## src/include/fieldbus_image_regs.vh

```
`ifndef FIELDBUS_IMAGE_REGS_VH
`define FIELDBUS_IMAGE_REGS_VH

// exchange area
`define AREA_BYTES 20
`define AREA_BITS 160
`define BYTE_STATUS 3
`define BYTE_TABLE 4
`define BYTE_SEGMENT 5
`define BYTE_DATA_FIRST 6
`define SEGMENT_BYTES 13
`define SEGMENT_BITS 104
`define SEGMENT_INVALID 8'hff

// status byte fields
`define STATUS_OUTPUT_FAULT 0
`define STATUS_INPUT_FAULT 1
`define STATUS_GENERAL_FAULT 2
`define STATUS_DIAGNOSTIC 3
`define STATUS_RUN 4
`define STATUS_LINK_OK 5

// tables
`define TABLE_CONFIG 8'h01
`define TABLE_INPUTS 8'h03
`define TABLE_OUTPUTS 8'h04
`define TABLE_LAMPS 8'h05
`define CONFIG_SEGMENTS 6

// object dictionary and pdo identifier bases
`define OBJECT_OUTBOUND 16'h2000
`define OBJECT_INBOUND 16'h2100
`define COB_TPDO1 11'h180
`define COB_TPDO2 11'h280
`define COB_TPDO3 11'h1c0
`define COB_RPDO1 11'h200
`define COB_RPDO2 11'h300
`define COB_RPDO3 11'h240

// bit rate codes
`define RATE_NONE 4'h0
`define RATE_10K 4'h1
`define RATE_20K 4'h2
`define RATE_50K 4'h3
`define RATE_125K 4'h4
`define RATE_250K 4'h5
`define RATE_500K 4'h6
`define RATE_800K 4'h7
`define RATE_1M 4'h8

// refresh timing
`define REFRESH_MS 15
`define CLOCK_MHZ 200
`define REFRESH_CYCLES (`REFRESH_MS * 1000 * `CLOCK_MHZ)

`endif

```

## src/core/fieldbus_process_image_slave.v

```verilog
`timescale 1ns/1ps
`include "fieldbus_image_regs.vh"

module fieldbus_process_image_slave #(
    parameter REFRESH_CYCLES = `REFRESH_CYCLES
) (
    // clock and reset
    input wire clock_in,
    input wire arst_n_in,
    // rotary selectors
    input wire [3:0] address_tens_in,
    input wire [3:0] address_ones_in,
    input wire [3:0] bit_rate_selector_in,
    // controller state
    input wire [23:0] fieldbus_outputs_in,
    input wire output_fault_lamp_in,
    input wire input_fault_lamp_in,
    input wire general_fault_lamp_in,
    input wire diagnostic_lamp_in,
    input wire run_lamp_in,
    input wire link_ok_in,
    input wire [63:0] input_states_in,
    // config table write port
    input wire config_write_in,
    input wire [6:0] config_index_in,
    input wire [7:0] config_data_in,
    // inbound area from master, byte-lane strobes
    input wire [159:0] inbound_data_in,
    input wire [19:0] inbound_strobe_in,
    // outbound read port
    input wire [4:0] read_byte_in,
    input wire [1:0] read_width_in,
    output reg [31:0] read_data_out,
    // settings and image
    output wire [6:0] station_address_out,
    output wire [3:0] bit_rate_code_out,
    output wire bit_rate_valid_out,
    output reg [159:0] outbound_image_out,
    output reg [159:0] inbound_image_out,
    output reg refresh_pulse_out,
    output wire [10:0] tpdo1_id_out,
    output wire [10:0] tpdo2_id_out,
    output wire [10:0] tpdo3_id_out,
    output wire [10:0] rpdo1_id_out,
    output wire [10:0] rpdo2_id_out,
    output wire [10:0] rpdo3_id_out,
    output wire [15:0] outbound_object_out,
    output wire [15:0] inbound_object_out
);

    localparam [1:0] WIDTH_BYTE = 2'd0;
    localparam [1:0] WIDTH_WORD = 2'd1;
    localparam [1:0] WIDTH_DWORD = 2'd2;

    localparam ST_IDLE = 1'b0;
    localparam ST_BUILD = 1'b1;

    reg state;
    reg [31:0] refresh_count;
    reg [7:0] config_mem [0:(`CONFIG_SEGMENTS * `SEGMENT_BYTES) - 1];
    reg [7:0] answer_table;
    reg [7:0] answer_segment;
    reg [`SEGMENT_BITS-1:0] answer_data;
    reg [7:0] next_segment;
    reg [`SEGMENT_BITS-1:0] next_data;
    integer i;
    integer j;

    selector_decode selectors (
        .clock_in(clock_in),
        .arst_n_in(arst_n_in),
        .address_tens_in(address_tens_in),
        .address_ones_in(address_ones_in),
        .bit_rate_selector_in(bit_rate_selector_in),
        .station_address_out(station_address_out),
        .bit_rate_code_out(bit_rate_code_out),
        .bit_rate_valid_out(bit_rate_valid_out)
    );

    function [10:0] cob_id;
        input [10:0] base;
        input [6:0] node;
        begin
            cob_id = base + {4'h0, node};
        end
    endfunction

    function [7:0] area_byte;
        input [159:0] area;
        input [5:0] index;
        begin
            area_byte = (index < 6'd20) ? area[index * 8 +: 8] : 8'h00;
        end
    endfunction

    // six bits so a wide read near byte 31 cannot wrap to byte 0
    function [5:0] lane_index;
        input [4:0] first;
        input [1:0] lane;
        begin
            lane_index = {1'b0, first} + {4'h0, lane};
        end
    endfunction

    // byte 3 layout, also served as table 5 segment 0
    function [7:0] status_byte;
        input output_fault_lamp;
        input input_fault_lamp;
        input fault;
        input diagnostic_lamp;
        input run;
        input link;
        begin
            status_byte = {2'b00, link, run, diagnostic_lamp, fault, input_fault_lamp, output_fault_lamp};
        end
    endfunction

    assign tpdo1_id_out = cob_id(`COB_TPDO1, station_address_out);
    assign tpdo2_id_out = cob_id(`COB_TPDO2, station_address_out);
    assign tpdo3_id_out = cob_id(`COB_TPDO3, station_address_out);
    assign rpdo1_id_out = cob_id(`COB_RPDO1, station_address_out);
    assign rpdo2_id_out = cob_id(`COB_RPDO2, station_address_out);
    assign rpdo3_id_out = cob_id(`COB_RPDO3, station_address_out);
    assign outbound_object_out = `OBJECT_OUTBOUND;
    assign inbound_object_out = `OBJECT_INBOUND;

    wire [7:0] req_table = inbound_image_out[`BYTE_TABLE*8 +: 8];
    wire [7:0] req_segment = inbound_image_out[`BYTE_SEGMENT*8 +: 8];
    wire refresh_due = (refresh_count >= REFRESH_CYCLES - 1);
    wire [5:0] lane0 = lane_index(read_byte_in, 2'd0);
    wire [5:0] lane1 = lane_index(read_byte_in, 2'd1);
    wire [5:0] lane2 = lane_index(read_byte_in, 2'd2);
    wire [5:0] lane3 = lane_index(read_byte_in, 2'd3);

    // segment lookup; any table/segment pair each refresh
    always @* begin
        next_segment = req_segment;
        next_data = {`SEGMENT_BITS{1'b0}};
        case (req_table)
            `TABLE_CONFIG: begin
                if (req_segment < `CONFIG_SEGMENTS) begin
                    for (i = 0; i < `SEGMENT_BYTES; i = i + 1) begin
                        next_data[i*8 +: 8] =
                            config_mem[req_segment[2:0] * 13 + i];
                    end
                end else begin
                    next_segment = `SEGMENT_INVALID;
                end
            end
            `TABLE_INPUTS: begin
                if (req_segment == 8'h00) begin
                    next_data[63:0] = input_states_in;
                end else begin
                    next_segment = `SEGMENT_INVALID;
                end
            end
            `TABLE_OUTPUTS: begin
                if (req_segment == 8'h00) begin
                    next_data[23:0] = fieldbus_outputs_in;
                end else begin
                    next_segment = `SEGMENT_INVALID;
                end
            end
            `TABLE_LAMPS: begin
                if (req_segment == 8'h00) begin
                    next_data[7:0] = status_byte(output_fault_lamp_in,
                        input_fault_lamp_in, general_fault_lamp_in,
                        diagnostic_lamp_in, run_lamp_in, link_ok_in);
                end else begin
                    next_segment = `SEGMENT_INVALID;
                end
            end
            default: begin
                // reserved and unknown tables have no segments
                next_segment = `SEGMENT_INVALID;
            end
        endcase
    end

    // config memory has no reset; software loads it after power-up
    always @(posedge clock_in) begin
        if (config_write_in &&
            config_index_in < `CONFIG_SEGMENTS * `SEGMENT_BYTES) begin
            config_mem[config_index_in] <= config_data_in;
        end
    end

    // inbound bytes land per lane, so byte/word/dword writes all work
    always @(posedge clock_in or negedge arst_n_in) begin
        if (!arst_n_in) begin
            inbound_image_out <= 160'h0;
        end else begin
            for (j = 0; j < `AREA_BYTES; j = j + 1) begin
                if (inbound_strobe_in[j]) begin
                    inbound_image_out[j*8 +: 8] <=
                        inbound_data_in[j*8 +: 8];
                end
            end
        end
    end

    // refresh timer and two-step image build
    always @(posedge clock_in or negedge arst_n_in) begin
        if (!arst_n_in) begin
            state <= ST_IDLE;
            refresh_count <= 32'h0000_0000;
            refresh_pulse_out <= 1'b0;
            answer_table <= 8'h00;
            answer_segment <= 8'h00;
            answer_data <= {`SEGMENT_BITS{1'b0}};
            outbound_image_out <= 160'h0;
        end else begin
            refresh_pulse_out <= 1'b0;
            case (state)
                ST_IDLE: begin
                    if (refresh_due) begin
                        refresh_count <= 32'h0000_0000;
                        answer_table <= req_table;
                        answer_segment <= next_segment;
                        answer_data <= next_data;
                        state <= ST_BUILD;
                    end else begin
                        refresh_count <= refresh_count + 32'h0000_0001;
                    end
                end
                ST_BUILD: begin
                    refresh_count <= refresh_count + 32'h0000_0001;
                    outbound_image_out[23:0] <= fieldbus_outputs_in;
                    outbound_image_out[31:24] <= status_byte(
                        output_fault_lamp_in, input_fault_lamp_in,
                        general_fault_lamp_in, diagnostic_lamp_in,
                        run_lamp_in, link_ok_in);
                    outbound_image_out[39:32] <= answer_table;
                    outbound_image_out[47:40] <= answer_segment;
                    outbound_image_out[151:48] <= answer_data;
                    outbound_image_out[159:152] <= 8'h00;
                    refresh_pulse_out <= 1'b1;
                    state <= ST_IDLE;
                end
                default: begin
                    state <= ST_IDLE;
                end
            endcase
        end
    end

    // read port; little-endian lanes, bytes past 19 read zero
    always @(posedge clock_in or negedge arst_n_in) begin
        if (!arst_n_in) begin
            read_data_out <= 32'h0000_0000;
        end else begin
            case (read_width_in)
                WIDTH_BYTE: read_data_out <= {24'h00_0000,
                    area_byte(outbound_image_out, lane0)};
                WIDTH_WORD: read_data_out <= {16'h0000,
                    area_byte(outbound_image_out, lane1),
                    area_byte(outbound_image_out, lane0)};
                WIDTH_DWORD: read_data_out <= {
                    area_byte(outbound_image_out, lane3),
                    area_byte(outbound_image_out, lane2),
                    area_byte(outbound_image_out, lane1),
                    area_byte(outbound_image_out, lane0)};
                default: read_data_out <= 32'h0000_0000;
            endcase
        end
    end

endmodule // fieldbus_process_image_slave

```

## src/core/selector_decode.v

```verilog
`timescale 1ns/1ps
`include "fieldbus_image_regs.vh"

module selector_decode (
    // clock and reset
    input wire clock_in,
    input wire arst_n_in,
    // rotary selectors
    input wire [3:0] address_tens_in,
    input wire [3:0] address_ones_in,
    input wire [3:0] bit_rate_selector_in,
    // decoded settings
    output reg [6:0] station_address_out,
    output reg [3:0] bit_rate_code_out,
    output reg bit_rate_valid_out
);

    function [6:0] bcd_to_bin;
        input [3:0] tens;
        input [3:0] ones;
        begin
            // tens * 8 + tens * 2 + ones, all in seven bits
            bcd_to_bin = {tens, 3'b000} + {2'b00, tens, 1'b0}
                + {3'b000, ones};
        end
    endfunction

    // digits above 9 clamp to 9 so address stays within 0..99
    wire [3:0] tens_safe = (address_tens_in > 4'h9) ? 4'h9 : address_tens_in;
    wire [3:0] ones_safe = (address_ones_in > 4'h9) ? 4'h9 : address_ones_in;

    always @(posedge clock_in or negedge arst_n_in) begin
        if (!arst_n_in) begin
            station_address_out <= 7'h00;
            bit_rate_code_out <= `RATE_NONE;
            bit_rate_valid_out <= 1'b0;
        end else begin
            station_address_out <= bcd_to_bin(tens_safe, ones_safe);
            if (bit_rate_selector_in >= `RATE_10K &&
                bit_rate_selector_in <= `RATE_1M) begin
                bit_rate_code_out <= bit_rate_selector_in;
                bit_rate_valid_out <= 1'b1;
            end else begin
                bit_rate_code_out <= `RATE_NONE;
                bit_rate_valid_out <= 1'b0;
            end
        end
    end

endmodule // selector_decode

```

## config.mk

```make
export PLATFORM = sky130hd
export DESIGN_NAME = fieldbus_process_image_slave
export DESIGN_NICKNAME = d
export VERILOG_FILES = /design/src/core/fieldbus_process_image_slave.v /design/src/core/selector_decode.v
export VERILOG_INCLUDE_DIRS = /design/src /design/src/include
export SDC_FILE = /design/constraint.sdc
export NUM_CORES = 2
export LEC_CHECK = 0
export BUFFER_PORTS_ARGS = -buffer_cell sky130_fd_sc_hd__buf_2
export CORE_ASPECT_RATIO = 1.5
export CORE_MARGIN = 2
export CORE_UTILIZATION = 50
export CTS_CLUSTER_SIZE = 25
export DETAILED_ROUTE_END_ITERATION = 7
export PLACE_DENSITY = 0.71
export SLEW_MARGIN = 10
export SYNTH_ARGS = -nofsm -noshare
export SYNTH_HDL_FRONTEND = slang
export SYNTH_SLANG_ARGS = --single-unit
```

## constraint.sdc

```tcl
create_clock -name clock_in -period 12.35 [get_ports clock_in]
set_clock_uncertainty 0.05 [all_clocks]
set_input_delay 0.6175 -clock clock_in [delete_from_list [all_inputs] [get_ports clock_in]]
set_output_delay 0.6175 -clock clock_in [all_outputs]
set_load 0.05 [all_outputs]
```

* Yosys cells after proc, flatten, opt, wreduce, memory -nomap -nowiden
Memory sizes are Yosys's and may differ from the RTL's.
Cells that the tools add are included.
** Word-level totals
- Register bits :: 508
- RAM bits :: 624
- Bits of input ports :: 311
- Output and inout port bits :: 463
- Logic and storage cells :: 112
- Memories :: 1
** Operators by class
- Add/sub/neg operators :: 24
- $mul :: 1
- Magnitude comparators :: 11
- Eq/ne operators :: 6
- Shift operators :: 4
- Mux-type cells :: 27
- Bitwise operators :: 1
- Reductions and logical operators :: 6
** Memories
- config_mem :: depth 78, width 8, rd ports 13, clocked after memory_dff 0, write ports 1, line fieldbus_process_image_slave.v:60 : reg [7:0] config_mem [0:(`CONFIG_SEGMENTS * `SEGMENT_BYTES) - 1];
** Operator list (number)
- 160-bit by 10-bit indexed part select with 8-bit output :: 3
- 160-bit by 9-bit indexed part select with 8-bit output :: 1
- 104-bit 2-to-1 mux :: 1
- 32-bit one-hot mux with 3 select lines :: 1
- 40-bit one-hot mux with 2 select lines :: 1
- 64-bit 2-to-1 mux :: 1
- 32-bit one-hot mux with 2 select lines :: 1
- 8-bit 2-to-1 mux :: 6
- 16-bit one-hot mux with 3 select lines :: 1
- 10-bit by 7-bit adder with 11-bit output, first input constant :: 4
- 40-bit 2-to-1 mux :: 1
- 7-bit by 4-bit adder with 7-bit output, second input constant :: 5
- 32-bit by 1-bit adder with 32-bit output, second input constant :: 1
- 32-bit by 22-bit greater-or-equal comparator with 1-bit output, second input constant :: 1
- 32-bit 2-to-1 mux :: 1
- 8-bit one-hot mux with 4 select lines :: 1
- 7-bit by 3-bit adder with 7-bit output, second input constant :: 4
- 24-bit 2-to-1 mux :: 1
- 9-bit by 7-bit adder with 10-bit output, first input constant :: 2
- 6-bit by 5-bit less-than comparator with 1-bit output, second input constant :: 3
- 8-bit by 3-bit == test with 1-bit output, second input constant :: 2
- 8-bit one-hot mux with 2 select lines :: 1
- 7-bit by 2-bit adder with 7-bit output, second input constant :: 2
- 5-bit by 2-bit adder with 6-bit output, second input constant :: 2
- 25 further kinds :: 33

* Depth between registers and ports, before layout
An unclocked memory read counts as a cell.
- Depth in word-level cells :: 5
- Gate-level depth with buffers :: 21

* Cells and area by module
A second synthesis with hierarchy kept.
** Unflattened totals
- Cells, all modules :: 5825
- Area, all modules :: 78392.7 sq um
** Modules (own cells, without submodules)
- fieldbus_process_image_slave :: times used 1, cells an instance 5781, area each 77815.9 sq um, sequential area each 31149.9 sq um
- selector_decode :: times used 1, cells an instance 44, area each 576.8 sq um, sequential area each 300.3 sq um

* Worst setup path before layout
OpenSTA, ideal clock, no wires.
- Path type :: register to register
- From :: register inbound_image_out[40]
- To :: register answer_data[76]
- Arrival time :: 5452 ps
- Setup slack :: 6784 ps
- Stages on the path, launching flop included :: 18
- Path buffers :: 7
- Cell sequence :: dfrtp_1 buf_4 buf_4 inv_2 buf_2 buf_2 clkbuf_1 ha_1 ha_1 clkbuf_1 inv_2 ha_1 a21oi_1 xor2_1 buf_2 mux4_2 a221oi_1 a21o_1
** On the way
- Cells in the longest elaborated chain, start to end :: 5
- Elaborated cells on any way between the ends :: 6
** RTL lines
- start: declaration :: line fieldbus_process_image_slave.v:39 : output reg [159:0] inbound_image_out,
- start signal: indexed assignment :: line fieldbus_process_image_slave.v:195 : inbound_image_out[j*8 +: 8] <=
- 3-bit by 4-bit multiplier with 7-bit output :: line fieldbus_process_image_slave.v:144 : config_mem[req_segment[2:0] * 13 + i];
- 7-bit by 4-bit adder with 7-bit output :: line fieldbus_process_image_slave.v:144
- memory read 78 x 8 bit
- 104-bit 2-to-1 mux * :: line fieldbus_process_image_slave.v:141 : if (req_segment < `CONFIG_SEGMENTS) begin
- 40-bit 2-to-1 mux * :: line fieldbus_process_image_slave.v:139 : case (req_table)
- end signal: assignment :: line fieldbus_process_image_slave.v:210 : answer_data <= {`SEGMENT_BITS{1'b0}};
- end signal: assignment :: line fieldbus_process_image_slave.v:220 : answer_data <= next_data;
- end: declaration :: line fieldbus_process_image_slave.v:63 : reg [`SEGMENT_BITS-1:0] answer_data;
Every way passes the cells marked *; elsewhere a longest branch is shown, timed or not.
A chain may end at the register's enable or synchronous reset.

* Worst setup path after layout
- From :: register inbound_image_out[41]
- To :: register answer_data[80]
Same word-level chain as after synthesis.

==> metrics.yaml <==
required_ns: 13.01
cts_buffers: 113
arrival_ns: 7.51
finalSetupViolations: 0
cts_sinks: 1132
critical_path.max_fanout: 48
fill_cells: 12600
peakVddDrop_mv: 0.162
p_int_mw: 8.20
synth_async_sr_flop_share_pct: 44.9
reg2reg_from: "inbound_image_out[41]"
start_util_pct: 50.4
first_pass_iters: 8
final_cell_mix: "mux4_2 (888), buf_2 (708), edfxtp_1 (624)"
die_y_um: 491
multi_input_area_um2: 45000
die_w_um: 329
grt_pass1_vias: 63600
crit_chain: "inv_1 > ha_4 > ha_2 > buf_4 > inv_2 > ha_1 > a21oi_1 > nor2_1 > xnor2_1 > nor2b_1 > a221oi_1 > a21o_1"
portBuffers: 711
pwr-share-seq_pct: 27.8
postSynthAreaPerCell_um2: 12.9
mostFrequentLayoutCell: "mux4_2"
synthCells: 6138
num_vias: 67600
clkLatencyLatePin_ns: 0.83
antenna_left: 0
wl_per_cell_um: 48.3
drive_gt1_share_pct: 37.8
setup_tns_ns: 0
post_drt_via_cell_ratio: 7.55
end_kind: "register"
power_density_nw_per_um2: 165
wl_um: 432000
synth_ff_type: "edfxtp_1"
fmax_mhz: 146
stdcell_area_um2: 89900
grt_max_degree: 162
critical_path_class: "register to register"
p_sw_mw: 6.63
slowest_delay_ns: 0.88
synth_seq_cells: 1132
crit_start: "inbound_image_out[41]"
critPathLaunchType: "register"
synthToLayoutAreaGrowth_pct: 13.7
netlist_area_um2: 79100
antenna_found_initial: 60
num_rows: 178
layout_worst_path_cycle_share_pct: 55.5
rsz0062_at_grt: "false"
top_level_ports: 774
dieArea_um2: 161000
drtIter0Drc: 10600
h-tree-depth: 3
yosysSeqAreaShare_pct: 39.8
clockBufferDepth: 3
critical_path.top_delay_family: "adder cells"
overflow: 0
period_needed_ns: 6.85
drc_errors: 0
cpMaxStageDelayCell: "ha_4"
synth_edf_count: 624
p_comb_share_pct: 47.1
cts_root_buf: "clkbuf_16"
p_clk_share_pct: 25.0
synth_top_area_cell: "mux4_2"
hold-worst-slack_ns: 0.00828
p_leak_nw: 34.8
cap_violations: 0
cts_tree: "done"
hold_viol_final: 0
synth_warnings: 0
hpwl_um: 331000
final_nets: 7071
min_from: "inbound_data_in[18]"
synth_top_cell_area_share_pct: 25.3
seq_area_um2: 31500
worst_slew_pin_slew_ns: 1.44
cts.clk_slew.worst_paths_ns: 0.07
synthDistinctLibCells: 84
slew_violations: 0
grt_pass1_wl_um: 572000
p_sw_share_pct: 44.7
path_buf_inv: 3
core_area_um2: 157000
hold_class: "primary input to register"
grt_use_total_pct: 53.0
status: "complete, no violations"
postPlaceCellArea_um2: 84600
relSlewSlack_pct: 3.40
gp_congestion: 1.19
synthTopCellsByArea: "mux4_2 (25%), edfxtp_1 (24%), dfrtp_1 (16%), mux2i_1 (7.3%), mux2_2 (6.4%)"
power groups by stage:
stage / Combinational [mW] / Sequential [mW] / Clock, mW
after floorplan: 3.49 / 4.38 / 0
after global placement: 6.51 / 4.20 / 0
after detailed placement: 6.52 / 4.20 / 0
after CTS: 6.57 / 4.12 / 3.70
after global routing: 6.86 / 4.13 / 3.83
final: 6.99 / 4.13 / 3.71
worst reg2reg max path: cells and delay by family, from the launching register on:
family / cells / cell delay (ns)
XOR/XNOR: 1 / 0.54
adder cells (fa/ha/maj): 3 / 1.82
AND/OR/NAND/NOR: 2 / 0.92
AO/OA/AOI/OAI: 3 / 1.31
buffers and inverters: 3 / 1.42
flip-flops: 1 / 0.69
final timing paths:
check,endpoint,slack [ns],cells after the start
min in group asynchronous,inbound_image_out[35],0.42,2
min reg2reg,answer_segment[6],0.42,1
max,answer_data[80],5.50,12
min,inbound_image_out[18],0.008,2
max in group asynchronous,outbound_image_out[101],10.16,3
max reg2reg,answer_data[80],5.50,12
layout make-up:
cell class | count | area share, %
Sequential cell | 1132 | 35.0
Timing Repair Buffer | 1056 | 7.35
Antenna cell | 61 | 0.170
Multi-Input combinational cell | 4379 | 50.1
Inverter | 43 | 0.185
Clock buffer | 145 | 3.61
Clock inverter | 68 | 0.767
Tap cell | 2070 | 2.88
repair_timing:
action / 4_1_cts / 5_1_grt
buffers inserted: 0 / 0
hold buffers: 120 / 0
hold endpoints to repair: 220 / 0
gates resized for setup: 0 / 0
state kept, by name (all words and copies together), names as in the netlist:
name / flops
selectors.station_address_out: 7
answer_data: 104
selectors.bit_rate_code_out: 4
read_data_out: 32
refresh_count: 32
answer_segment: 8
selectors.bit_rate_valid_out: 1
answer_table: 8
config_mem: 624
refresh_pulse_out: 1
outbound_image_out: 150
state: 1
inbound_image_out: 160
synthesized netlist by cell type (16+ instances only):
master / number
and3_1: 32
a21o_1: 30
a22oi_1: 45
nand3_1: 128
inv_1: 37
nand2_1: 570
nor3_1: 30
clkbuf_1: 246
edfxtp_1: 624
nor2b_1: 35
a22o_1: 22
a31oi_1: 43
mux2i_1: 574
a21oi_1: 242
or3_1: 24
buf_2: 193
ha_1: 31
nand4_1: 30
xor2_1: 36
mux4_2: 888
nor2_1: 393
a221oi_1: 73
buf_4: 146
nand2b_1: 28
a2111oi_0: 16
o211ai_1: 66
a211oi_1: 85
a32oi_1: 21
mux2_2: 450
o2111ai_1: 22
o22ai_1: 20
dfrtp_1: 508
xnor2_1: 46
buf_1: 53
o21ai_0: 170
kinds of logic after synthesis:
group	Yosys count	synth area share [%]
flops	1132	39.8
other cells	2	0.00949
simple gates	1326	7.29
buf+inv	687	4.31
fa+ha+maj	35	0.591
mux	1912	38.9
compound gates	957	8.08
xor+xnor	87	1.02
per-layer routing:
metal | GRT usage [%] | wire, um | up-vias
li1 | - | - | 25500
met1 | 56.9 | 131000 | 34400
met2 | 78.4 | 187000 | 5918
met3 | 17.2 | 51800 | 1765
met4 | 58.1 | 62200 | 34
met5 | 0 | 249 | -
metrics by stage:
step	worst slack [ns]	cells	utilization (%)	power, mW
floorplan	6.78	6198	-	7.87
global placement	4.82	8556	53.8	10.7
detailed placement	5.68	8559	53.9	10.7
CTS	5.66	8892	57.1	14.4
global route	5.28	8914	57.2	14.8
finish	5.50	8954	57.3	14.8
(Power assumes the default switching activity.)
